==> config.mk <==
export PLATFORM = sky130hd
export DESIGN_NAME = nvc_ctrl
export DESIGN_NICKNAME = d
export VERILOG_FILES = /design/src/rtl/nvc_ctrl.v
export VERILOG_INCLUDE_DIRS = /design/src /design/src/rtl
export SDC_FILE = /design/constraint.sdc
export NUM_CORES = 1
export LEC_CHECK = 0
export ABC_AREA = 1
export BUFFER_PORTS_ARGS = -buffer_cell sky130_fd_sc_hd__buf_2
export CAP_MARGIN = 20
export CORE_MARGIN = 3
export CORE_UTILIZATION = 40
export CTS_BUF_LIST = sky130_fd_sc_hd__clkbuf_8
export CTS_CLUSTER_DIAMETER = 30
export DETAILED_ROUTE_END_ITERATION = 7
export SLEW_MARGIN = 20
export SYNTH_ARGS = -nofsm -noshare
export SYNTH_HDL_FRONTEND = slang
export SYNTH_SLANG_ARGS = --single-unit
==> constraint.sdc <==
create_clock -name clk -period 3.3 [get_ports clk]
set_clock_uncertainty 0.1 [all_clocks]
set_input_delay 0.66 -clock clk [delete_from_list [all_inputs] [get_ports clk]]
set_output_delay 0.66 -clock clk [all_outputs]
set_load 0.05 [all_outputs]
==> src/rtl/nvc_map.vh <==
// constants for the host-side nvsram controller
// assumes a 40 MHz controller clock
`ifndef NVC_MAP_VH
`define NVC_MAP_VH
`define NVC_CLK_NS          40'h19
`define NVC_INIT_NS         40'h19
`define NVC_INIT_CYC        8'h2
`define NVC_STORE_MS        40'hA
`define NVC_STORE_CYC       (`NVC_STORE_MS * 40'hF4240 / `NVC_CLK_NS)
`define NVC_RECALL_US       40'h14
`define NVC_RECALL_CYC      (`NVC_RECALL_US * 40'h3E8 / `NVC_CLK_NS)
`define NVC_RESTORE_CYC     (`NVC_RECALL_CYC)
`define NVC_ACC_CYC         8'h3
`define NVC_SETUP_CYC       8'h1
`define NVC_CNT_ZERO        40'h0
`define NVC_CNT_STEP        40'h1
`define NVC_ADDR_RST        13'h0000
`define NVC_BYTE_RST        8'h00
`define NVC_CMD_READ        2'h0
`define NVC_CMD_WRITE       2'h1
`define NVC_CMD_STORE       2'h2
`define NVC_CMD_RECALL      2'h3
`endif

==> src/rtl/nvc_ctrl.v <==
// host controller driving the nvsram pins: read, write, store, recall
// assumes the memory is clockless; data_io is tristate, resolved outside
`timescale 1ns/100ps
`default_nettype none
`include "nvc_map.vh"

module nvc_ctrl #(
    parameter [39:0] STORE_CYC   = `NVC_STORE_CYC,
    parameter [39:0] RECALL_CYC  = `NVC_RECALL_CYC,
    parameter [39:0] RESTORE_CYC = `NVC_RESTORE_CYC
) (
    input  wire        clk,
    input  wire        rst_n,
    input  wire        cmd_valid,
    input  wire [1:0]  cmd_op,
    input  wire [12:0] cmd_addr,
    input  wire [7:0]  cmd_wdata,
    output reg         cmd_ready,
    output reg         rsp_valid,
    output reg  [7:0]  rsp_rdata,
    output reg  [12:0] byte_addr,
    output reg         chip_sel_n,
    output reg         out_en_n,
    output reg         wr_en_n,
    output reg         nv_sel_n,
    input  wire [7:0]  data_io_in,
    output reg  [7:0]  data_io_out,
    output reg         data_io_oe
);
    localparam [5:0] ST_BOOT = 6'h01;
    localparam [5:0] ST_IDLE = 6'h02;
    localparam [5:0] ST_SET  = 6'h04;
    localparam [5:0] ST_ACT  = 6'h08;
    localparam [5:0] ST_WAIT = 6'h10;
    localparam [5:0] ST_END  = 6'h20;

    reg [5:0]  state;
    reg [1:0]  op;
    reg [39:0] cnt;
    reg [7:0]  din_meta;
    reg [7:0]  din_sync;

    // counter limits widened to the counter width
    localparam [39:0] CNT_ZERO = `NVC_CNT_ZERO;
    localparam [39:0] CNT_STEP = `NVC_CNT_STEP;
    localparam [39:0] ACC_CYC  = {32'h0, `NVC_ACC_CYC};
    localparam [39:0] INIT_CYC = {32'h0, `NVC_INIT_CYC};

    // decoded operation and counter milestones
    wire       is_read;
    wire       is_write;
    wire       is_store;
    wire       is_recall;
    wire       is_nv;
    wire       acc_done;
    wire       init_done;
    wire       boot_done;
    wire       store_done;
    wire       recall_done;

    assign is_read     = (op == `NVC_CMD_READ);
    assign is_write    = (op == `NVC_CMD_WRITE);
    assign is_store    = (op == `NVC_CMD_STORE);
    assign is_recall   = (op == `NVC_CMD_RECALL);
    assign is_nv       = is_store | is_recall;
    assign acc_done    = (cnt >= ACC_CYC);
    assign init_done   = (cnt >= INIT_CYC);
    assign boot_done   = (cnt >= RESTORE_CYC);
    assign store_done  = (cnt >= STORE_CYC);
    assign recall_done = (cnt >= RECALL_CYC);

    // per-bit two-stage synchroniser; memory data is not timed to this clock
    genvar gi;
    generate
        for (gi = 0; gi < 8; gi = gi + 1) begin : g_sync
            always @(posedge clk) begin
                din_meta[gi] <= data_io_in[gi];
                din_sync[gi] <= din_meta[gi];
            end
        end
    endgenerate

    always @(posedge clk) begin
        if (!rst_n) begin
            state       <= ST_BOOT;
            op          <= `NVC_CMD_READ;
            cnt         <= CNT_ZERO;
            cmd_ready   <= 1'b0;
            rsp_valid   <= 1'b0;
            rsp_rdata   <= `NVC_BYTE_RST;
            byte_addr   <= `NVC_ADDR_RST;
            chip_sel_n  <= 1'b1;
            out_en_n    <= 1'b1;
            wr_en_n     <= 1'b1;
            nv_sel_n    <= 1'b1;
            data_io_out <= `NVC_BYTE_RST;
            data_io_oe  <= 1'b0;
        end else begin
            rsp_valid <= 1'b0;
            case (state)
                ST_BOOT: begin
                    // power-up copy runs inside the memory
                    if (boot_done) begin
                        cnt       <= CNT_ZERO;
                        cmd_ready <= 1'b1;
                        state     <= ST_IDLE;
                    end else begin
                        cnt <= cnt + CNT_STEP;
                    end
                end
                ST_IDLE: begin
                    chip_sel_n <= 1'b1;
                    data_io_oe <= 1'b0;
                    if (cmd_valid) begin
                        cmd_ready   <= 1'b0;
                        op          <= cmd_op;
                        byte_addr   <= cmd_addr;
                        data_io_out <= cmd_wdata;
                        cnt         <= CNT_ZERO;
                        // set up the non-final controls first
                        case (cmd_op)
                            `NVC_CMD_WRITE: begin
                                out_en_n   <= 1'b1;
                                nv_sel_n   <= 1'b1;
                                data_io_oe <= 1'b1;
                            end
                            `NVC_CMD_STORE: begin
                                out_en_n <= 1'b1;
                                nv_sel_n <= 1'b0;
                            end
                            `NVC_CMD_RECALL: begin
                                wr_en_n  <= 1'b1;
                                out_en_n <= 1'b0;
                                nv_sel_n <= 1'b0;
                            end
                            default: begin
                                nv_sel_n <= 1'b1;
                                out_en_n <= 1'b1;
                            end
                        endcase
                        state <= ST_SET;
                    end
                end
                ST_SET: begin
                    chip_sel_n <= 1'b0;
                    case (op)
                        `NVC_CMD_READ: out_en_n <= 1'b0;
                        default: ;
                    endcase
                    state <= ST_ACT;
                end
                ST_ACT: begin
                    // final falling signal triggers the operation
                    case (op)
                        `NVC_CMD_WRITE: wr_en_n <= 1'b0;
                        `NVC_CMD_STORE: wr_en_n <= 1'b0;
                        default: ;
                    endcase
                    cnt   <= CNT_ZERO;
                    state <= ST_WAIT;
                end
                ST_WAIT: begin
                    cnt <= cnt + CNT_STEP;
                    if (is_read && acc_done) begin
                        rsp_rdata <= din_sync;
                        out_en_n  <= 1'b1;
                        state     <= ST_END;
                    end
                    if (is_write && acc_done) begin
                        wr_en_n <= 1'b1;
                        state   <= ST_END;
                    end
                    if (is_nv && init_done) begin
                        // initiation satisfied, release controls
                        wr_en_n    <= 1'b1;
                        out_en_n   <= 1'b1;
                        nv_sel_n   <= 1'b1;
                        chip_sel_n <= 1'b1;
                    end
                    if (is_store && store_done) begin
                        state <= ST_END;
                    end
                    if (is_recall && recall_done) begin
                        state <= ST_END;
                    end
                end
                ST_END: begin
                    // address and data held one cycle past write edge
                    chip_sel_n <= 1'b1;
                    data_io_oe <= 1'b0;
                    rsp_valid  <= 1'b1;
                    cmd_ready  <= 1'b1;
                    state      <= ST_IDLE;
                end
                default: state <= ST_IDLE;
            endcase
        end
    end
endmodule // nvc_ctrl
`default_nettype wire

# ---- Word-level counts from Yosys, hierarchy flattened
# Cells that the tools add are included.
dict set report totals {
  romBits 0
  ff_bits 100
  mem_count 0
  latch_bits 0
  input_bits 34
  ram_bits 0
  elab_cells 115
  output_inout_bits 36
}
dict set report classes {
  bitwise 1
  n_mux 34
  addsub 1
  n_eq_ne 21
  n_reduce_logical 25
  order_cmp 4
  mul 0
  div 0
  n_shift 0
}
# op count
set op_table {}
lappend op_table {{case mux 40 bit (4 select lines)} 1}
lappend op_table {{>= comparator 40 x 2 -> 1 bit (second input constant)} 2}
lappend op_table {{2-to-1 mux 40 bit} 2}
lappend op_table {{adder 40 x 1 -> 40 bit (second input constant)} 1}
lappend op_table {{>= comparator 40 x 10 -> 1 bit (second input constant)} 1}
lappend op_table {{>= comparator 40 x 19 -> 1 bit (second input constant)} 1}
lappend op_table {{2-to-1 mux 6 bit} 6}
lappend op_table {{case mux 6 bit (5 select lines)} 1}
lappend op_table {{2-to-1 mux 1 bit} 18}
lappend op_table {{!= test 2 bit (second input constant)} 6}
lappend op_table {{case mux 1 bit (3 select lines)} 4}
lappend op_table {{nonzero test 3 bit} 4}
lappend op_table {{AND reduction 3 bit} 3}
lappend op_table {{== test 2 bit (second input constant)} 4}
lappend op_table {{AND reduction 2 bit} 4}
lappend op_table {{== test 6 x 1 -> 1 bit (second input constant)} 1}
lappend op_table {{== test 6 x 2 -> 1 bit (second input constant)} 1}
lappend op_table {{== test 6 x 3 -> 1 bit (second input constant)} 1}
lappend op_table {{== test 6 x 4 -> 1 bit (second input constant)} 1}
lappend op_table {{== test 6 x 5 -> 1 bit (second input constant)} 1}
lappend op_table {{== test 6 bit (second input constant)} 1}
lappend op_table {{!= test 3 bit (second input constant)} 2}
lappend op_table {{OR reduction 2 bit} 3}
lappend op_table {{logical AND 1 bit} 5}
lappend op_table {{other kinds (9)} 12}

# ---- Depth between registers and ports, before layout
# Gate-level depths: netlist of the first run.
dict set report depth {
  ltp_word 7
  depth_mapped 13
  depth_no_buf 13
}

# ---- Worst setup path before layout of the first run
# No wires, ideal clock.
dict set report synth_timing {
  path_kind {register to register}
  start {register cnt[0]}
  end {register cnt[32]}
  period_less_slack_ns 1.831
  n_path_buf 1
  setup_time_ns 0.132
  stages_incl_launch_ff 11
  path_slack_ns 1.469
  arrival_time_ns 1.599
  t_required_ns 3.068
  path_cell_list {dfxtp_1 > ha_1 > buf_4 > nand2_1 > nor2_2 > nand2_1 > inv_1 > nand4_1 > or2_2 > nand3_1 > a21oi_1}
}
dict set report synth_via {
  elab_chain_cells 3
  elab_cells_between_ends 4
  classes_between {add/sub (1); order compare (1); mux (2)}
}
# item line_no
set synth_rtl {}
lappend synth_rtl {{from (decl)} nvc_ctrl.v:39} ;# reg [39:0] cnt;
lappend synth_rtl {{from (signal assigned)} nvc_ctrl.v:108} ;# cnt <= cnt + CNT_STEP;
lappend synth_rtl {{from (signal assigned)} nvc_ctrl.v:163} ;# cnt <= cnt + CNT_STEP;
lappend synth_rtl {{adder 40 x 1 -> 40 bit or >= comparator 40 x 10 -> 1 bit (tied branches)} {nvc_ctrl.v:108, nvc_ctrl.v:163, nvc_ctrl.v:68}}
lappend synth_rtl {{2-to-1 mux 40 bit} nvc_ctrl.v:103} ;# if (boot_done) begin
lappend synth_rtl {{case mux 40 bit (4 select lines) (*)} nvc_ctrl.v:100} ;# case (state)
# Every way passes the cells marked *; elsewhere a longest branch is shown, timed or not.
# A chain may end at the register's enable or synchronous reset.

# ---- Final worst setup path of the first run
dict set report layout_timing {
  start {input port rst_n}
  end {register cnt[31]}
}
# item line_no
set layout_lines {}
lappend layout_lines {{from (decl)} nvc_ctrl.v:13} ;# input wire rst_n,
# No word-level cell between the ends.

==> run_results.csv, run 1 <==
group,metric,value,unit
sta,worst_pin_slew,998,ps
sta,hold_viol_final,0,
power_and_ir_drop,netSwitchingPower,685,uW
floorplan,die_y,118,um
floorplan,initial_utilization,0.412,
floorplan,coreArea,12100,um^2
sta,whs,232,ps
layout,drive_above_1_share,0.154,
sta,fin_crit,2480,ps
layout,syn_to_final_growth,12.4,%
worst_setup_path,path_cells,"buf_2 > clkinv_1 > buf_4 > a21oi_1",
clocking,insertion_delay,380,ps
worst_setup_path,max_stage_delay,950,ps
global_routing,grt_overflow_total,0,
place,dpl.hpwl,9470,um
floorplan,ios,70,
global_routing,grt_pass1_wl,21400,um
sta,relSlewSlack,0.330,
clocking,clk_path_buf_depth,2,
yosys,synth.ff_latch_count,100,
power_and_ir_drop,power_frac_clock,0.321,
sta,fin_crit_sh,0.752,
global_routing,grt_pass1_vias,4518,
routing,drt_pre_antenna_iters,5,
outcome,status,"completed",
layout,n_fill_cell,1268,
routing,drt_iter0_markers,285,
worst_hold_path,hold_depth,0,
clocking,root_buffer,"clkbuf_8",
worst_setup_path,worstPathArrival,2680,ps
worst_setup_path,crit_slowest_cell,"clkinv_1",
global_routing,track_usage,0.186,
routing,ant_nets,0,
power_and_ir_drop,swShare,0.296,
global_routing,antenna_found_initial,0,
routing,vias,4813,
clocking,htreeDepth,3,
place,io_buffer_count,69,
sta,fmax,403,MHz
power_and_ir_drop,pwr-share-comb,0.130,
clocking,ctsHoldBuffers,0,
global_routing,grt_max_degree,34,
yosys,ys_types,44,
yosys,syn_inst,727,
routing,routed_wl,12800,um
clocking,clock-sinks,100,
yosys,synth.cell_area,4990,um^2
place,routabilityCongestion,0.981,
clocking,postCtsResizedCells,0,
layout,ff_latch_area,2000,um^2
yosys,ys_warn_count,0,
sta,setup_violations,0,
worst_setup_path,crit_family,"buffers and inverters",
clocking,path_clk_slew,90,ps
power_and_ir_drop,leakagePower,0.00236,uW
clocking,postCtsSetupBuffers,0,
job,maxCapViolations,0,
worst_setup_path,timing.critical_path.buf_inv,3,
layout,multi_input_area,2600,um^2
worst_setup_path,critical_path_class,"input port to flop",
power_and_ir_drop,p_int,1630,uW
worst_setup_path,reg2reg_from,"cnt[1]",
routing,drc,0,
sta,tns,0,ps
yosys,synth_seq_area_share,0.401,
worst_setup_path,r2r_cells,10,
clocking,cts_tree,"yes",
floorplan,rows,40,
routing,wl_per_cell,13.3,um
power_and_ir_drop,ir_drop,0.316,mV
worst_hold_path,holdCritPathClass,"flop to flop",
layout,num_antenna_cells,0,
worst_setup_path,worst_setup_path_start_kind,"input port",
worst_hold_path,holdPathEnd,"din_sync[7]",
yosys,postSynthAreaPerCell,6.86,um^2
worst_setup_path,worstPathRequired,3500,ps
worst_hold_path,holdCritStartpoint,"din_meta[7]",
layout,fin_nets,828,
floorplan,die_area,13800,um^2
sta,drv_slew,0,
floorplan,die_w,118,um
power_and_ir_drop,p_seq_frac,0.549,
worst_setup_path,cp-end-kind,"flop",
worst_setup_path,path_max_fanout,30,
clocking,cts_buffers,9,
worst_setup_path,reg2reg_to,"cnt[36]",
sta,rsz0062_at_grt,"false",
yosys,syn_nets,767,
power_and_ir_drop,power.density,413,nW/um^2
routing,vias_per_cell,5.01,
worst_setup_path,r2r_setup_slack,1040,ps
how the worst max path moves through the flow:
stage,start,to,slack (ps),cells past startpoint
5_1_grt,rst_n,cnt[30],650,4
3_3_place_gp,rst_n,cnt[32],910,4
4_1_cts,state[4],op[1],1030,8
6_report,rst_n,cnt[31],820,4
3_5_place_dp,rst_n,cnt[37],850,4
2_1_floorplan,cnt[0],cnt[32],1470,10
cell usage after synthesis, drive strengths merged:
master / count / area (um^2)
nor3: 22 / 143
buf: 13 / 105
clkinv: 1 / 3.75
a31o: 2 / 17.5
a21boi: 1 / 11.3
xor2: 14 / 123
nand2: 176 / 704
inv: 65 / 249
o21a: 1 / 7.51
xnor2: 1 / 8.76
a21oi: 43 / 215
or2: 1 / 6.26
ha: 6 / 75.1
nand4: 15 / 93.8
o31ai: 1 / 7.51
nor4: 1 / 6.26
a31oi: 1 / 6.26
clkbuf: 8 / 30.0
o21bai: 2 / 15.0
nand3: 67 / 340
nand3b: 5 / 37.5
dfxtp: 100 / 2000
o21ai: 33 / 180
o211ai: 1 / 7.51
nor2: 146 / 586
o22ai: 1 / 6.26
state kept, by name (all words and copies together) (netlist names), 2 cells and up:
signal,count
byte_addr,13
op,2
cnt,40
din_sync,8
state,6
rsp_rdata,8
din_meta,8
data_io_out,8
cell usage in the layout, fill, tap and decap left out, types with 14 or more instances in the layout:
cell type / instances
a21oi_1: 43
buf_2: 69
dfxtp_1: 100
inv_1: 59
nand2_1: 168
nand3_1: 66
nand4_1: 15
nor2_1: 135
nor3_1: 18
o21ai_0: 30
xor2_1: 14
worst register-to-register path, delay by kind of cell (launching register included):
kind / cells / cell delay (ps)
DFF: 1 / 430
adders and majority gates: 1 / 370
and+or+nand+nor: 8 / 1110
xor gates and xnor gates: 1 / 130
kinds of logic after synthesis:
family	after synthesis	synth area share
and+or+nand+nor	433	0.384
DFF	100	0.401
buffers and inverters	87	0.0778
AOI/OAI and AO/OA	86	0.0951
xor gates and xnor gates	15	0.0263
adders and majority gates	6	0.0151
routing by layer:
metal	routed length, um	global-route usage	share of wire	vias to the layer above
li1	-	-	-	2459
met1	5830	0.238	0.46	2200
met2	5830	0.303	0.46	141
met3	949	0.0586	0.074	13
met4	187	0.0520	0.015	0
met5	0	0	0	-
power by group through the flow:
stage               clock network, uW  logic (uW)  registers (uW)
floorplan                           0         220            1330
global placement                    0         299            1300
detailed placement                  0         304            1300
CTS                               770         305            1270
global route                      823         336            1270
finish                            742         301            1270
stage by stage:
stage | total power, uW | setup slack, ps | cells | utilization | cell area, um^2
2_1_floorplan | 1550 | 1470 | 727 | - | 4990
3_3_place_gp | 1590 | 906 | 945 | 0.448 | 5420
3_5_place_dp | 1600 | 846 | 945 | 0.448 | 5420
4_1_cts | 2340 | 1030 | 961 | 0.463 | 5610
5_1_grt | 2430 | 654 | 961 | 0.463 | 5610
6_report | 2310 | 817 | 961 | 0.463 | 5610
final cells by class:
class,count,share of cell area
flip-flops and latches,100,0.357
clock buffers,10,0.0245
inverters,66,0.0451
multi-input cells,540,0.463
well taps,168,0.0375
clock inverters,6,0.00848
repair buffers,71,0.0643
Power figures use the tool's default switching activity.
==> run 2: changes to the inputs <==
--- a/config.mk
+++ b/config.mk
@@ -6,7 +6,7 @@
 export SDC_FILE = /design/constraint.sdc
 export NUM_CORES = 1
 export LEC_CHECK = 0
-export ABC_AREA = 1
+export ABC_AREA = 0
 export BUFFER_PORTS_ARGS = -buffer_cell sky130_fd_sc_hd__buf_2
 export CAP_MARGIN = 20
 export CORE_MARGIN = 3
==> constraint.sdc (replaced) <==
create_clock -name clk -period 2.13 [get_ports clk]
set_clock_uncertainty 0.1 [all_clocks]
set_input_delay 0.426 -clock clk [delete_from_list [all_inputs] [get_ports clk]]
set_output_delay 0.426 -clock clk [all_outputs]
set_load 0.05 [all_outputs]
==> run 2 against run 1 <==
Against the previous run:
- final cell count decreased by 16%
- largest cell class unchanged
- utilization increased by 12 points
- sequential share of layout area decreased by 2.4 points
- the run now ends with setup timing left
- setup slack got worse by 910 ps
- final area increased by 8.9%
- highest routed layer unchanged
- combinational power decreased by 39%
- sequential power increased by 49%
==> run_results.csv, run 2 <==
group,metric,value,unit
worst_setup_path,critical_path_class,"flop to flop",
floorplan,coreArea,10400,um^2
place,routabilityCongestion,0.789,
sta,drv_slew,0,
sta,worst_pin_slew,453,ps
layout,top_regs,"cnt x40, byte_addr x13",
yosys,netlist.top_cell.by_area,"dfxtp_1",
routing,vias_per_cell,5.35,
floorplan,ios,70,
global_routing,track_usage,0.190,
clocking,cts_tree,"yes",
worst_setup_path,path_cells,"nand4_4 > or4_4 > buf_4 > or4_4 > o21ai_2 > a21oi_4",
yosys,ys_types,56,
worst_setup_path,cp-end-kind,"flop",
worst_setup_path,crit_slowest_cell,"or4_4",
yosys,yosysTopAreaCellShare,0.463,
layout,utilization,0.586,
yosys,synth.ff_latch_count,100,
worst_setup_path,max_stage_delay,590,ps
global_routing,grt_pass1_wl,18000,um
layout,drive_above_1_share,0.400,
yosys,synth_seq_area_share,0.463,
outcome,status,"finished, violations left",
yosys,yosys_most_used_dff,"dfxtp_1",
layout,most-common-layout-cells,"dfxtp_1 (83), buf_4 (83), buf_2 (69)",
global_routing,grt_overflow_total,0,
yosys,ys_async_sr_fraction,0,
layout,fin_nets,703,
worst_hold_path,holdCritPathClass,"input port to flop",
sta,setup_violations,38,
layout,syn_to_final_growth,41.2,%
worst_setup_path,reg2reg_from,"cnt[19]",
layout,largest_reg_flops,40,
worst_setup_path,timing.critical_path.to,"cnt[33]",
sta,fmax,450,MHz
clocking,cts_buffers,9,
floorplan,die_area,12100,um^2
place,dpl.hpwl,7900,um
place,post-place-ws,-206,ps
power_and_ir_drop,leakagePower,0.00232,uW
routing,drc,0,
clocking,path_clk_slew,110,ps
routing,wl_per_cell,14.8,um
worst_setup_path,crit_path_frequent_cell,"or4_4",
worst_setup_path,r2r_cells,6,
routing,ant_nets,0,
place,io_buffer_count,69,
layout,largest-register,"cnt",
worst_setup_path,worst_setup_path_start_kind,"flop",
worst_setup_path,worstPathArrival,2420,ps
sta,relSlewSlack,0.695,
worst_setup_path,path_max_fanout,7,
routing,drt_iter0_markers,179,
outcome,failed_checks,"setup timing",
sta,fin_crit_sh,1.04,
clocking,clk_path_buf_depth,2,
power_and_ir_drop,power.density,536,nW/um^2
worst_setup_path,r2r_setup_slack,-90,ps
worst_setup_path,crit_start,"cnt[19]",
yosys,postSynthAreaPerCell,8.47,um^2
job,maxCapViolations,0,
clocking,insertion_delay,400,ps
yosys,yosysMostFrequentCell,"dfxtp_1",
sta,fin_crit,2220,ps
global_routing,grt_max_degree,30,
yosys,synth-edff-count,0,
floorplan,die_w,110,um
routing,drt_pre_antenna_iters,4,
yosys,syn_inst,511,
yosys,syn_nets,551,
worst_setup_path,worstPathRequired,2330,ps
worst_setup_path,reg2reg_to,"cnt[33]",
routing,routed_wl,11900,um
yosys,ys_warn_count,0,
floorplan,die_y,110,um
global_routing,grt_pass1_vias,3854,
global_routing,antenna_found_initial,0,
sta,hold_viol_final,0,
power_and_ir_drop,ir_drop,0.717,mV
floorplan,initial_utilization,0.415,
clocking,clock-sinks,100,
routing,vias,4303,
clocking,htreeDepth,3,
sta,rsz0062_at_grt,"true",
clocking,root_buffer,"clkbuf_8",
layout,ff_latch_area,2030,um^2
floorplan,rows,37,
yosys,synthTopCellsByCount,"dfxtp_1 (100), nand2_1 (65), a21oi_1 (47)",
layout,multi_input_area,2490,um^2
yosys,synth_area_leaders,"dfxtp_1 (46%), nand2_1 (5.6%), a21oi_1 (5.4%), xnor2_1 (5.1%), nor2_1 (3.9%)",
sta,setup_ws,-91.3,ps
layout,n_fill_cell,960,
yosys,synth.cell_area,4330,um^2
layout,num_antenna_cells,0,
==> run 2: how the worst min path moves through the flow <==
stage | from | end | slack, ps | depth (start not counted)
floorplan | din_meta[0] | din_sync[0] | 210 | 0
global placement | din_meta[6] | din_sync[6] | 210 | 0
detailed placement | din_meta[1] | din_sync[1] | 210 | 0
CTS | data_io_in[1] | din_meta[1] | 5 | 1
global route | data_io_in[5] | din_meta[5] | 10 | 1
finish | data_io_in[5] | din_meta[5] | 50 | 1
==> run 2: final cells by class <==
cell class / count / area share
clock buffers: 9 / 0.0203
clock inverters: 7 / 0.0107
inverters: 11 / 0.00676
multi-input cells: 372 / 0.408
flip-flops and latches: 100 / 0.333
well taps: 136 / 0.0279
repair buffers: 169 / 0.194
==> run 2: where the power goes <==
part	internal [uW]	switching, uW	leakage [uW]
clock	457	740	0.0000999
sequential	1890	6.20	0.000821
combinational	90.0	92.6	0.00140
total	2430	839	0.00232
==> run 2: what timing repair did <==
item                       CTS  global route
setup endpoints to repair   60            79
hold endpoints to repair     0             7
resized for setup           15            90
hold buffers                 0             7
setup buffers                3             9
pin swaps                   14            28
gates cloned                 2             3
==> run 2: metal layers <==
| layer | share of wire | track usage | wire length, um |
|---|---|---|---|
| met5 | 0 | 0 | 0 |
| met4 | 0.012 | 0.0499 | 142 |
| met3 | 0.039 | 0.0652 | 465 |
| met2 | 0.49 | 0.308 | 5850 |
| met1 | 0.46 | 0.241 | 5460 |
==> run 2: cells by family after synthesis <==
logic type	share of synthesized area
simple gates	0.284
compound gates	0.141
flops	0.463
buf+inv	0.0416
xor+xnor	0.0526
fa+ha+maj	0.0174
==> run 2: metrics by stage <==
stage                     hold WS (ps)  TNS (ps)  area [um^2]  power [uW]  instances
final                             45.4     -1290         6110        3270        804
after detailed placement           213     -3590         5360        2070        764
after floorplan                    210      -309         4390        1990        511
after global routing              9.87     -5740         6110        3390        804
after global placement             211     -4640         5360        2070        764
after CTS                         5.11     -1440         5640        3260        785
==> run 2: critical path, delay by kind of cell (launching register included) <==
kind / cells / cell delay [ps]
simple gates: 3 / 1200
flops: 1 / 370
compound gates: 2 / 280
buf+inv: 1 / 160
